`config.mk`:
```
export PLATFORM = sky130hd
export DESIGN_NAME = realtime_output_port_six_bit
export DESIGN_NICKNAME = d
export VERILOG_FILES = /design/src/hw/rtp_pkg.sv /design/src/hw/rtp_sync2.sv /design/src/hw/rtp_pin_cell.sv /design/src/hw/realtime_output_port_six_bit.sv
export SDC_FILE = /design/constraint.sdc
export NUM_CORES = 1
export LEC_CHECK = 0
export BUFFER_PORTS_ARGS = -buffer_cell sky130_fd_sc_hd__buf_4
export CORE_MARGIN = 1
export CORE_UTILIZATION = 60
export CTS_BUF_LIST = sky130_fd_sc_hd__clkbuf_2 sky130_fd_sc_hd__clkbuf_4 sky130_fd_sc_hd__clkbuf_8
export CTS_CLUSTER_SIZE = 8
export DETAILED_ROUTE_END_ITERATION = 6
export PLACE_DENSITY = 0.9
export SYNTH_ARGS = -nofsm -noshare
export SYNTH_HDL_FRONTEND = slang
export SYNTH_SLANG_ARGS = --single-unit
```
`constraint.sdc`:
```
create_clock -name i_core_clk -period 2.1 [get_ports i_core_clk]
set_clock_uncertainty 0.15 [all_clocks]
set_input_delay 0.315 -clock i_core_clk [delete_from_list [all_inputs] [get_ports i_core_clk]]
set_output_delay 0.315 -clock i_core_clk [all_outputs]
set_load 0.02 [all_outputs]
```
`src/hw/rtp_pkg.sv`:
```
// Purpose: Shared constants for the six-pin real-time output port
// Assumes: Byte-wide registers on a plain strobe port
// Notes:   Offsets index byte registers; data sits in the low eight bits
package rtp_pkg;
    localparam int unsigned ADDR_W = 4;
    localparam int unsigned DATA_W = 8;
    localparam int unsigned PINS   = 6;
    localparam int unsigned HALF_W = 4;

    // Register offsets
    localparam logic [ADDR_W-1:0] OFS_PORT_CTRL  = 4'h0;
    localparam logic [ADDR_W-1:0] OFS_PIN_MODE   = 4'h1;
    localparam logic [ADDR_W-1:0] OFS_BUF_LOW    = 4'h2;
    localparam logic [ADDR_W-1:0] OFS_BUF_HIGH   = 4'h3;
    localparam logic [ADDR_W-1:0] OFS_DC_CTRL    = 4'h4;
    localparam logic [ADDR_W-1:0] OFS_INV_TMR    = 4'h5;
    localparam logic [ADDR_W-1:0] OFS_LATCH      = 4'h6;
    localparam logic [ADDR_W-1:0] OFS_PIN_STATE  = 4'h7;

    // Field positions
    localparam int unsigned BIT_OUT_EN     = 7;
    localparam int unsigned BIT_WIDTH_SEL  = 5;
    localparam int unsigned BIT_OUT_SEL    = 7;
    localparam int unsigned BIT_EVEN_MOD   = 6;
    localparam int unsigned BIT_ODD_MOD    = 5;
    localparam int unsigned BIT_INVERT     = 4;
    localparam int unsigned BIT_CHAN_EN    = 7;

    // Writable masks; other bits read as zero
    localparam logic [DATA_W-1:0] MASK_PORT_CTRL = 8'ha0;
    localparam logic [DATA_W-1:0] MASK_PIN_MODE  = 8'h3f;
    localparam logic [DATA_W-1:0] MASK_BUF       = 8'h0f;
    localparam logic [DATA_W-1:0] MASK_DC_CTRL   = 8'hf0;
    localparam logic [DATA_W-1:0] MASK_INV_TMR   = 8'h80;

    localparam logic [DATA_W-1:0] RST_BYTE   = 8'h00;
    localparam logic [PINS-1:0]   RST_PINS   = 6'h00;
    localparam logic [DATA_W-1:0] READ_UNMAP = 8'h00;
endpackage

```
`src/hw/rtp_sync2.sv`:
```
// Purpose: Two-flop synchroniser for a bus of pin inputs
// Assumes: Bits are independent levels
// Notes:   First stage feeds only the second
`timescale 1ns/1ps
module rtp_sync2 #(
    parameter int unsigned W = 1
) (
    input  wire logic         i_core_clk,
    input  wire logic         i_rst_n,
    input  wire logic [W-1:0] i_async,
    output logic      [W-1:0] o_sync
);
    logic [W-1:0] meta_reg;

    always_ff @(posedge i_core_clk or negedge i_rst_n) begin
        if (!i_rst_n) begin
            meta_reg <= '0;
            o_sync   <= '0;
        end else begin
            meta_reg <= i_async;
            o_sync   <= meta_reg;
        end
    end
endmodule

```
`src/hw/rtp_pin_cell.sv`:
```
// Purpose: Output decision for one pin of the group
// Assumes: Inputs are on the core clock
// Notes:   Purely combinational; the top registers the result
`timescale 1ns/1ps
module rtp_pin_cell (
    input  wire logic i_chan_en,
    input  wire logic i_out_sel,
    input  wire logic i_invert,
    input  wire logic i_modulate,
    input  wire logic i_active,
    input  wire logic i_timer_wave,
    output logic      o_level,
    output logic      o_drive
);
    always_comb begin
        o_drive = i_chan_en;
        if (!i_out_sel) begin
            o_level = i_timer_wave;
        end else if (i_active) begin
            o_level = ~i_invert;
        end else if (i_modulate) begin
            o_level = i_timer_wave;
        end else begin
            o_level = i_invert;
        end
    end
endmodule

```
`src/hw/realtime_output_port_six_bit.sv`:
```
// Purpose: Real-time output port driving six pins from a buffered pattern
// Assumes: Compare event and timer waveform arrive from other clock domains
// Notes:   Pins are registered; enables are active low while driving
//
// Behaviour
// - With output enable set, each compare event copies buffers into the latch.
// - Only latch bits whose pin mode bit is set act as real-time output.
// - Output-select 0 with channel enabled puts the inverter timer wave on pins.
// - Width-select picks six-bit or four-bit operation.
// - Four-bit mode moves only the low buffer; six-bit moves both.
// - Channel enable 0 floats every pin regardless of other settings.
// - Plain mode drives high only when enable, mode and latch bit are set.
// - Inversion flips the plain result.
// - Modulation puts the timer wave on inactive pins; active drives per inversion.
// - DC control holds even modulation bit 6, odd bit 5, inversion bit 4.
// - Even modulation covers pins 0, 2, 4; odd covers 1, 3, 5.
// - Reset clears DC control, selecting timer output without modulation.
// - Low buffer feeds four pattern bits and the high buffer only its low two bits to one transfer.
`timescale 1ns/1ps
module realtime_output_port_six_bit
    import rtp_pkg::*;
(
    input  wire logic              i_core_clk,
    input  wire logic              i_rst_n,
    input  wire logic [ADDR_W-1:0] i_addr,
    input  wire logic [DATA_W-1:0] i_wdata,
    input  wire logic              i_wr,
    input  wire logic              i_rd,
    output logic      [DATA_W-1:0] o_rdata,
    input  wire logic              i_compare_timer_event,
    input  wire logic [PINS-1:0]   i_inverter_timer_pin,
    output logic      [PINS-1:0]   o_pin_out,
    output logic      [PINS-1:0]   o_pin_oe_n
);
    // ------------------------------------------------------------
    // Registers
    // ------------------------------------------------------------
    logic [DATA_W-1:0] port_control_reg;
    logic [PINS-1:0]   pin_mode_reg;
    logic [HALF_W-1:0] pattern_buffer_low;
    logic [HALF_W-1:0] pattern_buffer_high;
    logic [DATA_W-1:0] dc_control_reg;
    logic [DATA_W-1:0] inverter_timer_control_reg;
    logic [PINS-1:0]   latch_reg;

    logic port_output_enable;
    logic width_select;
    logic output_select;
    logic invert_enable;
    logic even_pin_modulation_enable;
    logic odd_pin_modulation_enable;
    logic inverter_channel_enable;

    assign port_output_enable         = port_control_reg[BIT_OUT_EN];
    assign width_select               = port_control_reg[BIT_WIDTH_SEL];
    assign output_select              = dc_control_reg[BIT_OUT_SEL];
    assign even_pin_modulation_enable = dc_control_reg[BIT_EVEN_MOD];
    assign odd_pin_modulation_enable  = dc_control_reg[BIT_ODD_MOD];
    assign invert_enable              = dc_control_reg[BIT_INVERT];
    assign inverter_channel_enable    = inverter_timer_control_reg[BIT_CHAN_EN];

    function automatic logic hit(input logic [ADDR_W-1:0] a, input logic [ADDR_W-1:0] o);
        hit = (a == o);
    endfunction

    always_ff @(posedge i_core_clk or negedge i_rst_n) begin
        if (!i_rst_n) begin
            port_control_reg <= RST_BYTE;
        end else if (i_wr && hit(i_addr, OFS_PORT_CTRL)) begin
            port_control_reg <= i_wdata & MASK_PORT_CTRL;
        end
    end

    always_ff @(posedge i_core_clk or negedge i_rst_n) begin
        if (!i_rst_n) begin
            pin_mode_reg <= RST_PINS;
        end else if (i_wr && hit(i_addr, OFS_PIN_MODE)) begin
            pin_mode_reg <= i_wdata[PINS-1:0];
        end
    end

    // Buffers are filled by software between events
    always_ff @(posedge i_core_clk or negedge i_rst_n) begin
        if (!i_rst_n) begin
            pattern_buffer_low  <= '0;
            pattern_buffer_high <= '0;
        end else if (i_wr) begin
            if (hit(i_addr, OFS_BUF_LOW)) begin
                pattern_buffer_low <= i_wdata[HALF_W-1:0];
            end
            if (hit(i_addr, OFS_BUF_HIGH)) begin
                pattern_buffer_high <= i_wdata[HALF_W-1:0];
            end
        end
    end

    always_ff @(posedge i_core_clk or negedge i_rst_n) begin
        if (!i_rst_n) begin
            dc_control_reg <= RST_BYTE;
        end else if (i_wr && hit(i_addr, OFS_DC_CTRL)) begin
            dc_control_reg <= i_wdata & MASK_DC_CTRL;
        end
    end

    always_ff @(posedge i_core_clk or negedge i_rst_n) begin
        if (!i_rst_n) begin
            inverter_timer_control_reg <= RST_BYTE;
        end else if (i_wr && hit(i_addr, OFS_INV_TMR)) begin
            inverter_timer_control_reg <= i_wdata & MASK_INV_TMR;
        end
    end

    // ------------------------------------------------------------
    // Input synchronisers and event edge
    // ------------------------------------------------------------
    logic [PINS-1:0] timer_wave;
    logic            event_sync;
    logic            event_prev_reg;
    logic            event_pulse;

    rtp_sync2 #(.W(PINS)) u_wave_sync (
        .i_core_clk (i_core_clk),
        .i_rst_n    (i_rst_n),
        .i_async    (i_inverter_timer_pin),
        .o_sync     (timer_wave)
    );

    rtp_sync2 #(.W(1)) u_event_sync (
        .i_core_clk (i_core_clk),
        .i_rst_n    (i_rst_n),
        .i_async    (i_compare_timer_event),
        .o_sync     (event_sync)
    );

    // Event is taken on the rising edge so a long pulse transfers only once
    always_ff @(posedge i_core_clk or negedge i_rst_n) begin
        if (!i_rst_n) begin
            event_prev_reg <= 1'b0;
        end else begin
            event_prev_reg <= event_sync;
        end
    end

    assign event_pulse = event_sync & ~event_prev_reg;

    // ------------------------------------------------------------
    // Output latch transfer
    // ------------------------------------------------------------
    // Four-bit mode leaves the top two pins on their last pattern
    always_ff @(posedge i_core_clk or negedge i_rst_n) begin
        if (!i_rst_n) begin
            latch_reg <= RST_PINS;
        end else if (event_pulse && port_output_enable) begin
            latch_reg[HALF_W-1:0] <= pattern_buffer_low;
            if (width_select) begin
                latch_reg[PINS-1:HALF_W] <= pattern_buffer_high[PINS-HALF_W-1:0];
            end
        end
    end

    // ------------------------------------------------------------
    // Per-pin output selection
    // ------------------------------------------------------------
    logic [PINS-1:0] level;
    logic [PINS-1:0] drive;
    logic [PINS-1:0] active;

    // Active needs enable, mode bit and latched bit together
    assign active = {PINS{port_output_enable}} & pin_mode_reg & latch_reg;

    genvar g;
    generate
        for (g = 0; g < PINS; g++) begin : g_pin
            rtp_pin_cell u_cell (
                .i_chan_en    (inverter_channel_enable),
                .i_out_sel    (output_select),
                .i_invert     (invert_enable),
                .i_modulate   ((g % 2 == 0) ? even_pin_modulation_enable
                                            : odd_pin_modulation_enable),
                .i_active     (active[g]),
                .i_timer_wave (timer_wave[g]),
                .o_level      (level[g]),
                .o_drive      (drive[g])
            );
        end
    endgenerate

    always_ff @(posedge i_core_clk or negedge i_rst_n) begin
        if (!i_rst_n) begin
            o_pin_out  <= RST_PINS;
            o_pin_oe_n <= ~RST_PINS;
        end else begin
            o_pin_out  <= level;
            o_pin_oe_n <= ~drive;
        end
    end

    // ------------------------------------------------------------
    // Read port
    // ------------------------------------------------------------
    always_ff @(posedge i_core_clk or negedge i_rst_n) begin
        if (!i_rst_n) begin
            o_rdata <= RST_BYTE;
        end else if (i_rd) begin
            unique case (i_addr)
                OFS_PORT_CTRL: o_rdata <= port_control_reg;
                OFS_PIN_MODE:  o_rdata <= {2'h0, pin_mode_reg};
                OFS_BUF_LOW:   o_rdata <= {4'h0, pattern_buffer_low};
                OFS_BUF_HIGH:  o_rdata <= {4'h0, pattern_buffer_high};
                OFS_DC_CTRL:   o_rdata <= dc_control_reg;
                OFS_INV_TMR:   o_rdata <= inverter_timer_control_reg;
                OFS_LATCH:     o_rdata <= {2'h0, latch_reg};
                OFS_PIN_STATE: o_rdata <= {2'h0, o_pin_out};
                default:       o_rdata <= READ_UNMAP;
            endcase
        end else begin
            o_rdata <= RST_BYTE;
        end
    end

    // ------------------------------------------------------------
    // Checks
    // ------------------------------------------------------------
    logic [PINS-1:0] latch_prev;
    always_ff @(posedge i_core_clk or negedge i_rst_n) begin
        if (!i_rst_n) begin
            latch_prev <= RST_PINS;
        end else begin
            latch_prev <= latch_reg;
        end
    end

    latch_hold_a: assert property (@(posedge i_core_clk) disable iff (!i_rst_n)
        !($past(event_pulse) && $past(port_output_enable)) |-> latch_reg == latch_prev)
        else $error("latch changed without an enabled event");
    low_xfer_a: assert property (@(posedge i_core_clk) disable iff (!i_rst_n)
        event_pulse && port_output_enable |=>
        latch_reg[HALF_W-1:0] == $past(pattern_buffer_low))
        else $error("low buffer not transferred");
    high_hold_a: assert property (@(posedge i_core_clk) disable iff (!i_rst_n)
        event_pulse && port_output_enable && !width_select |=>
        latch_reg[PINS-1:HALF_W] == $past(latch_reg[PINS-1:HALF_W]))
        else $error("high half moved in four-bit mode");
    high_xfer_a: assert property (@(posedge i_core_clk) disable iff (!i_rst_n)
        event_pulse && port_output_enable && width_select |=>
        latch_reg[PINS-1:HALF_W] == $past(pattern_buffer_high[PINS-HALF_W-1:0]))
        else $error("high buffer not transferred");
    float_pins_a: assert property (@(posedge i_core_clk) disable iff (!i_rst_n)
        !inverter_channel_enable |=> o_pin_oe_n == '1)
        else $error("pins driven with channel disabled");
    timer_pass_a: assert property (@(posedge i_core_clk) disable iff (!i_rst_n)
        inverter_channel_enable && !output_select |=> o_pin_out == $past(timer_wave))
        else $error("timer wave not passed through");
    plain_out_a: assert property (@(posedge i_core_clk) disable iff (!i_rst_n)
        output_select && !even_pin_modulation_enable && !odd_pin_modulation_enable
        |=> o_pin_out == ($past(active) ^ {PINS{$past(invert_enable)}}))
        else $error("plain output mismatch");
    inv_active_a: assert property (@(posedge i_core_clk) disable iff (!i_rst_n)
        output_select && invert_enable && active[0] |=> !o_pin_out[0])
        else $error("inverted active pin not low");
    mod_even_a: assert property (@(posedge i_core_clk) disable iff (!i_rst_n)
        output_select && even_pin_modulation_enable && !active[0]
        |=> o_pin_out[0] == $past(timer_wave[0]))
        else $error("modulated pin lacks timer wave");
    dc_reset_a: assert property (@(posedge i_core_clk) disable iff (!i_rst_n)
        $rose(i_rst_n) |-> dc_control_reg == RST_BYTE)
        else $error("dc control not cleared");
    idle_latch_a: assert property (@(posedge i_core_clk) disable iff (!i_rst_n)
        !port_output_enable |=> latch_reg == $past(latch_reg))
        else $error("latch moved with output disabled");

    // ------------------------------------------------------------
    // Pin behaviour and register mask checks
    // ------------------------------------------------------------
    // Pins are checked one cycle after the settings that select them
    odd_mod_a: assert property (@(posedge i_core_clk) disable iff (!i_rst_n)
        output_select && odd_pin_modulation_enable && !active[1]
        |=> o_pin_out[1] == $past(timer_wave[1]))
        else $error("odd pin lacks timer wave");
    even_unmod_a: assert property (@(posedge i_core_clk) disable iff (!i_rst_n)
        output_select && !even_pin_modulation_enable && !active[0]
        |=> o_pin_out[0] == $past(invert_enable))
        else $error("unmodulated even pin not idle");
    mode_mask_a: assert property (@(posedge i_core_clk) disable iff (!i_rst_n)
        output_select && !pin_mode_reg[1] && !odd_pin_modulation_enable
        |=> o_pin_out[1] == $past(invert_enable))
        else $error("port-mode pin shows latch data");
    mod_active_a: assert property (@(posedge i_core_clk) disable iff (!i_rst_n)
        output_select && even_pin_modulation_enable && active[0]
        |=> o_pin_out[0] == !$past(invert_enable))
        else $error("modulated active pin level wrong");
    drive_pins_a: assert property (@(posedge i_core_clk) disable iff (!i_rst_n)
        inverter_channel_enable |=> o_pin_oe_n == '0)
        else $error("pins floated with channel enabled");
    dc_mask_a: assert property (@(posedge i_core_clk) disable iff (!i_rst_n)
        (dc_control_reg & ~MASK_DC_CTRL) == RST_BYTE)
        else $error("dc control low bits set");
    width_mask_a: assert property (@(posedge i_core_clk) disable iff (!i_rst_n)
        (port_control_reg & ~MASK_PORT_CTRL) == RST_BYTE)
        else $error("port control spare bits set");
endmodule

```
# Word level (Yosys, flattened, before mapping)

Cells that the tools add are included.

Reductions and logical operators: 9
Equality and inequality tests: 7
Muxes and demuxes: 20
Bitwise gates (word level): 6

Operator list:

| kind                                                 | count |
|---|---|
| case mux 8 bit (8 select lines)                      | 1 |
| two-way mux 1 bit                                    | 18 |
| equality test 4 x 3 -> 1 bit (second input constant) | 4 |
| AND 6 bit                                            | 2 |
| equality test 4 x 2 -> 1 bit (second input constant) | 2 |
| two-way mux 8 bit                                    | 1 |
| inverter 6 bit                                       | 1 |
| AND reduction 2 bit                                  | 3 |
| logical AND 1 bit                                    | 5 |
| equality test 4 x 1 -> 1 bit (second input constant) | 1 |
| zero test 4 bit                                      | 1 |
| inverter 1 bit                                       | 2 |
| AND 1 bit                                            | 1 |

Bits in registers: 62
Input port bits: 23
Logic and storage cells: 58
Output and inout port bits: 20

# Depth between registers and ports, before layout

Word-level depth: 4
Gate-level depth with buffers: 5
Depth with buffers taken out: 3

# Hierarchy

Synthesis repeated with hierarchy kept, for this count alone.

Cell total of the unflattened synthesis: 206
Area, all modules: 2615.0 µm²

By module, submodules not included:

| module                       | times used | cells an instance | area an instance (µm²) | seq. area each (µm²) |
|---|---|---|---|---|
| realtime_output_port_six_bit | 1          | 144               | 2016.9                 | 1208.7 |
| rtp_sync2 at u_wave_sync     | 1          | 12                | 300.3                  | 300.3 |
| rtp_pin_cell                 | 6          | 8                 | 41.3                   | 0.0 |
| rtp_sync2 at u_event_sync    | 1          | 2                 | 50.0                   | 50.0 |

# Worst setup path before layout

Ideal clock, no wire load.

Path kind: input to register
From: input i_addr[0]
To: register o_rdata[3]
Arrival: 1.247 ns
Library setup time: 0.128 ns
Required time: 1.822 ns
Cell stages on the path: 5
Buffers on the path: 2
Setup slack: 0.575 ns
Cell sequence: buf_2 > buf_4 > mux2_2 > a22oi_1 > a21oi_1

Longest elaborated chain between the ends: 3
Elaborated cells between the ends (all ways): 10
Classes of those cells: 7 x eq/ne; 2 x mux; 1 x reduce/logical

Ends and longest elaborated chain:

| item                                                 | line                                | source |
|---|---|---|
| start: declaration                                   | realtime_output_port_six_bit.sv:25  | `input wire logic [ADDR_W-1:0] i_addr,` |
| equality test 4 x 3 -> 1 bit (tied with other cells) | realtime_output_port_six_bit.sv:205 | `unique case (i_addr)` |
| case mux 8 bit (8 select lines) *                    | realtime_output_port_six_bit.sv:205 |  |
| two-way mux 8 bit *                                  | realtime_output_port_six_bit.sv:204 | `end else if (i_rd) begin` |
| end signal: assignment                               | realtime_output_port_six_bit.sv:206 | `OFS_PORT_CTRL: o_rdata <= port_control_reg;` |
| end signal: assignment                               | realtime_output_port_six_bit.sv:207 | `OFS_PIN_MODE: o_rdata <= {2'h0, pin_mode_reg};` |
| end signal: assignment                               | realtime_output_port_six_bit.sv:208 | `OFS_BUF_LOW: o_rdata <= {4'h0, pattern_buffer_low};` |
| end: declaration                                     | realtime_output_port_six_bit.sv:29  | `output logic [DATA_W-1:0] o_rdata,` |

Mark *: on every way between the ends. The rest lies on a longest branch, timed or not.
A chain may end at the register's enable or synchronous reset.

==> metrics <==
Worst Hold Path Cells=2; # rows=22; Worst Hold End=dc_control_reg[6]$_DFFE_PN0P_; crit share post-route=between 70% and 80%; arrival time at the worst endpoint=1.05 ns; pin count of the biggest net entering global routing=58; Final Hold Vio Count=0; Min-Delay Path Class=input port to flop; Hold Crit Start=i_wdata[6]; R2R Path End=latch_reg[1]$_DFFE_PN0P_; starting density of the core=roughly 64%; power density cells=~1100 nW/um2; clock sink count=57; DR vias=1654; CTS tree=yes; total wire length=around 5200 um; pre-CTS WS=0.381 ns; dpl hpwl=3470 um; CP startpoint kind=flop; Syn-to-layout area delta=24.9%; GRT met1 Usage=35.3%; H-tree depth=3; worst skew pair latency=~0.33 ns; Crit path required time=about 1.6 ns; Max rail drop VDD=roughly 0.00077 V; FILL cells=228; slew at the pin with the worst max-slew slack=between 0.6 and 0.7 ns; final setup margin=about 0.6 ns; RR Startpoint=port_control_reg[7]$_DFFE_PN0P_; initial antenna violation count=0; number of flip-flops in the largest register=8; Setup Viol. Count Final=0; CP Class=flop to primary output; Pins Over Slew Limit=0; RSZ-0062 raised after global routing=false; Die Wd=approximately 65 um; Syn Nets=199; max_cap viols=0; synthesized cell area=2410 um2; Die ar.=~4300 um2; r2r worst-path depth=2; Routed Antenna Nets=0; nets=248; Congestion Overflow GR=0; Die Height=65.3 um; library cells used by synthesis=30; fin util=between 80 and 90%; routability cong.=0.857; Fmax=0.659 GHz; Inserted Clock Buffers=9; min Tclk post-route=1.52 ns; Layout Cells excl Fill=roughly 280; hold slack=0.0558 ns; Yosys warning total=0; 1st-pass router iterations=4; setup_tns=0 ns; met3 usage in global routing=5.90%; Multi-input gate area=902 um2; slowest cell on the critical path=dfstp_2; Port Buf Inserts=between 40 and 50; vias per cell=approximately 5.9; Slew HR=a little over half; Leak=1.36 nW; Post-CTS Setup Repair Bufs=0; CP Capture Type=primary output; Avg WL per Cell=roughly 19 um; Ports=43; Yosys reg bits=57; initial detailed-routing violation count=126; most flop-heavy register=o_rdata; status=finished, final reports clean; global-route wire length before repair=between 8000 and 9000 um; Post-Synthesis Cells=approximately 180; Clock Path Buffers=2; number of global-route vias before repair=roughly 1700; gr usage total=28.0%; clk slew on worst S/H paths=approximately 0.06 ns; dpl cells=254; Diodes inserted=0; Clk Tree Root Cell=clkbuf_8; share of cells above drive strength 1=41.3%; ordered cell list for the critical path=buf_4; Bufs and invs on worst path=1; register area share after synthesis=59.3%; Top delay family on crit path=flip-flops; met2 usage=between 40% and 50%; Core ar.=3740 um2; R2R Setup Slk=around 0.7 ns; syn avg cell area=~14 um2; drt drc=0; gr busiest metal=met2; FF+latch area=roughly 1400 um2; Largest stage delay, worst path=0.57 ns; worst-path fanout max=6
[worst max path at each step]
stage / startpoint / to / slack, ns / cells after the start
floorplan: i_addr[0] / o_rdata[3]$_DFF_PN0_ / 0.57 / 5
global placement: i_addr[0] / dc_control_reg[4]$_DFFE_PN0P_ / 0.44 / 4
detailed placement: i_addr[0] / dc_control_reg[5]$_DFFE_PN0P_ / 0.38 / 4
CTS: o_pin_oe_n[4]$_DFF_PN1_ / o_pin_oe_n[5] / 0.57 / 1
global route: port_control_reg[7]$_DFFE_PN0P_ / latch_reg[1]$_DFFE_PN0P_ / 0.53 / 2
finish: o_pin_oe_n[4]$_DFF_PN1_ / o_pin_oe_n[5] / 0.58 / 1
[placed cells by master, fill, tap and decap left out, types with 3 or more instances in the layout]
cell,instances
buf_4,42
nand2_1,6
a21boi_0,3
nor2b_1,4
nand3_1,12
clkbuf_8,12
mux2_2,33
mux2_1,8
a21oi_1,8
nor2_1,4
dlygate4sd3_1,8
o211ai_1,3
a22oi_1,5
dfrtp_1,56
a2bb2oi_1,3
[per-layer routing]
metal	share of wire (%)	routed length (um)
met4	2.1	110
met3	5.8	304
met5	0	0
met2	52	2730
met1	40	2060
[repair_timing]
action	CTS	global route
endpoints found under the hold margin	63	0
hold buffers	8	0
gates resized for setup	0	0
[cell type report]
cell class	count	share of cell area, %
sequential	57	47.5
timing repair buffer	50	13.2
multi-input combinational	106	30.0
clock inverter	2	1.17
inverter	1	0.125
tap	48	2.00
clock buffer	14	6.00
[report_power, final]
group	switching, mW	internal (mW)
clock	0.405	0.670
sequential	0.194	1.31
combinational	0.291	0.352
total	0.889	2.33
[cells in the mapped netlist]
library cell	n	area, um2
mux2_2	33	372
nor2_1	4	15.0
clkbuf_1	2	7.51
a2bb2oi_1	3	26.3
dfrtp_1	56	1400
nand3b_1	1	7.51
and4b_4	1	13.8
nand4b_1	2	17.5
a21boi_0	3	22.5
nand3_1	12	60.1
nand4_1	1	6.26
a21oi_1	8	40.0
nand2b_1	2	12.5
dfstp_2	1	26.3
nor3_1	1	5.00
mux2_1	8	90.1
and3b_1	2	17.5
inv_1	1	3.75
nand2_1	6	22.5
nor2b_1	4	25.0
o211ai_1	3	22.5
mux2i_1	1	10.0
and3_1	1	6.26
a22oi_1	5	37.5
o21a_1	1	7.51
nor4b_4	2	47.6
a222oi_1	1	10.0
nor3b_1	1	7.51
buf_4	6	45.0
buf_2	4	20.0
[per-stage QoR]
stage / cell area [um2] / power, mW
6_report: 3000 / 3.22
5_1_grt: 3000 / 3.37
4_1_cts: 3000 / 3.23
3_3_place_gp: 2710 / 2.09
3_5_place_dp: 2710 / 2.14
2_1_floorplan: 2410 / 1.90
[cell families (layout without fill, tap and decap cells)]
family                 after synthesis  after routing  share of synthesized area [%]
flip-flops                          57             57                           59.3
multiplexers                        42             42                           19.6
AND/OR/NAND/NOR                     40             40                           11.0
AO/OA/AOI/OAI                       24             24                           6.92
buffers and inverters               13             67                           3.17
Power figures use the tool's default switching activity.
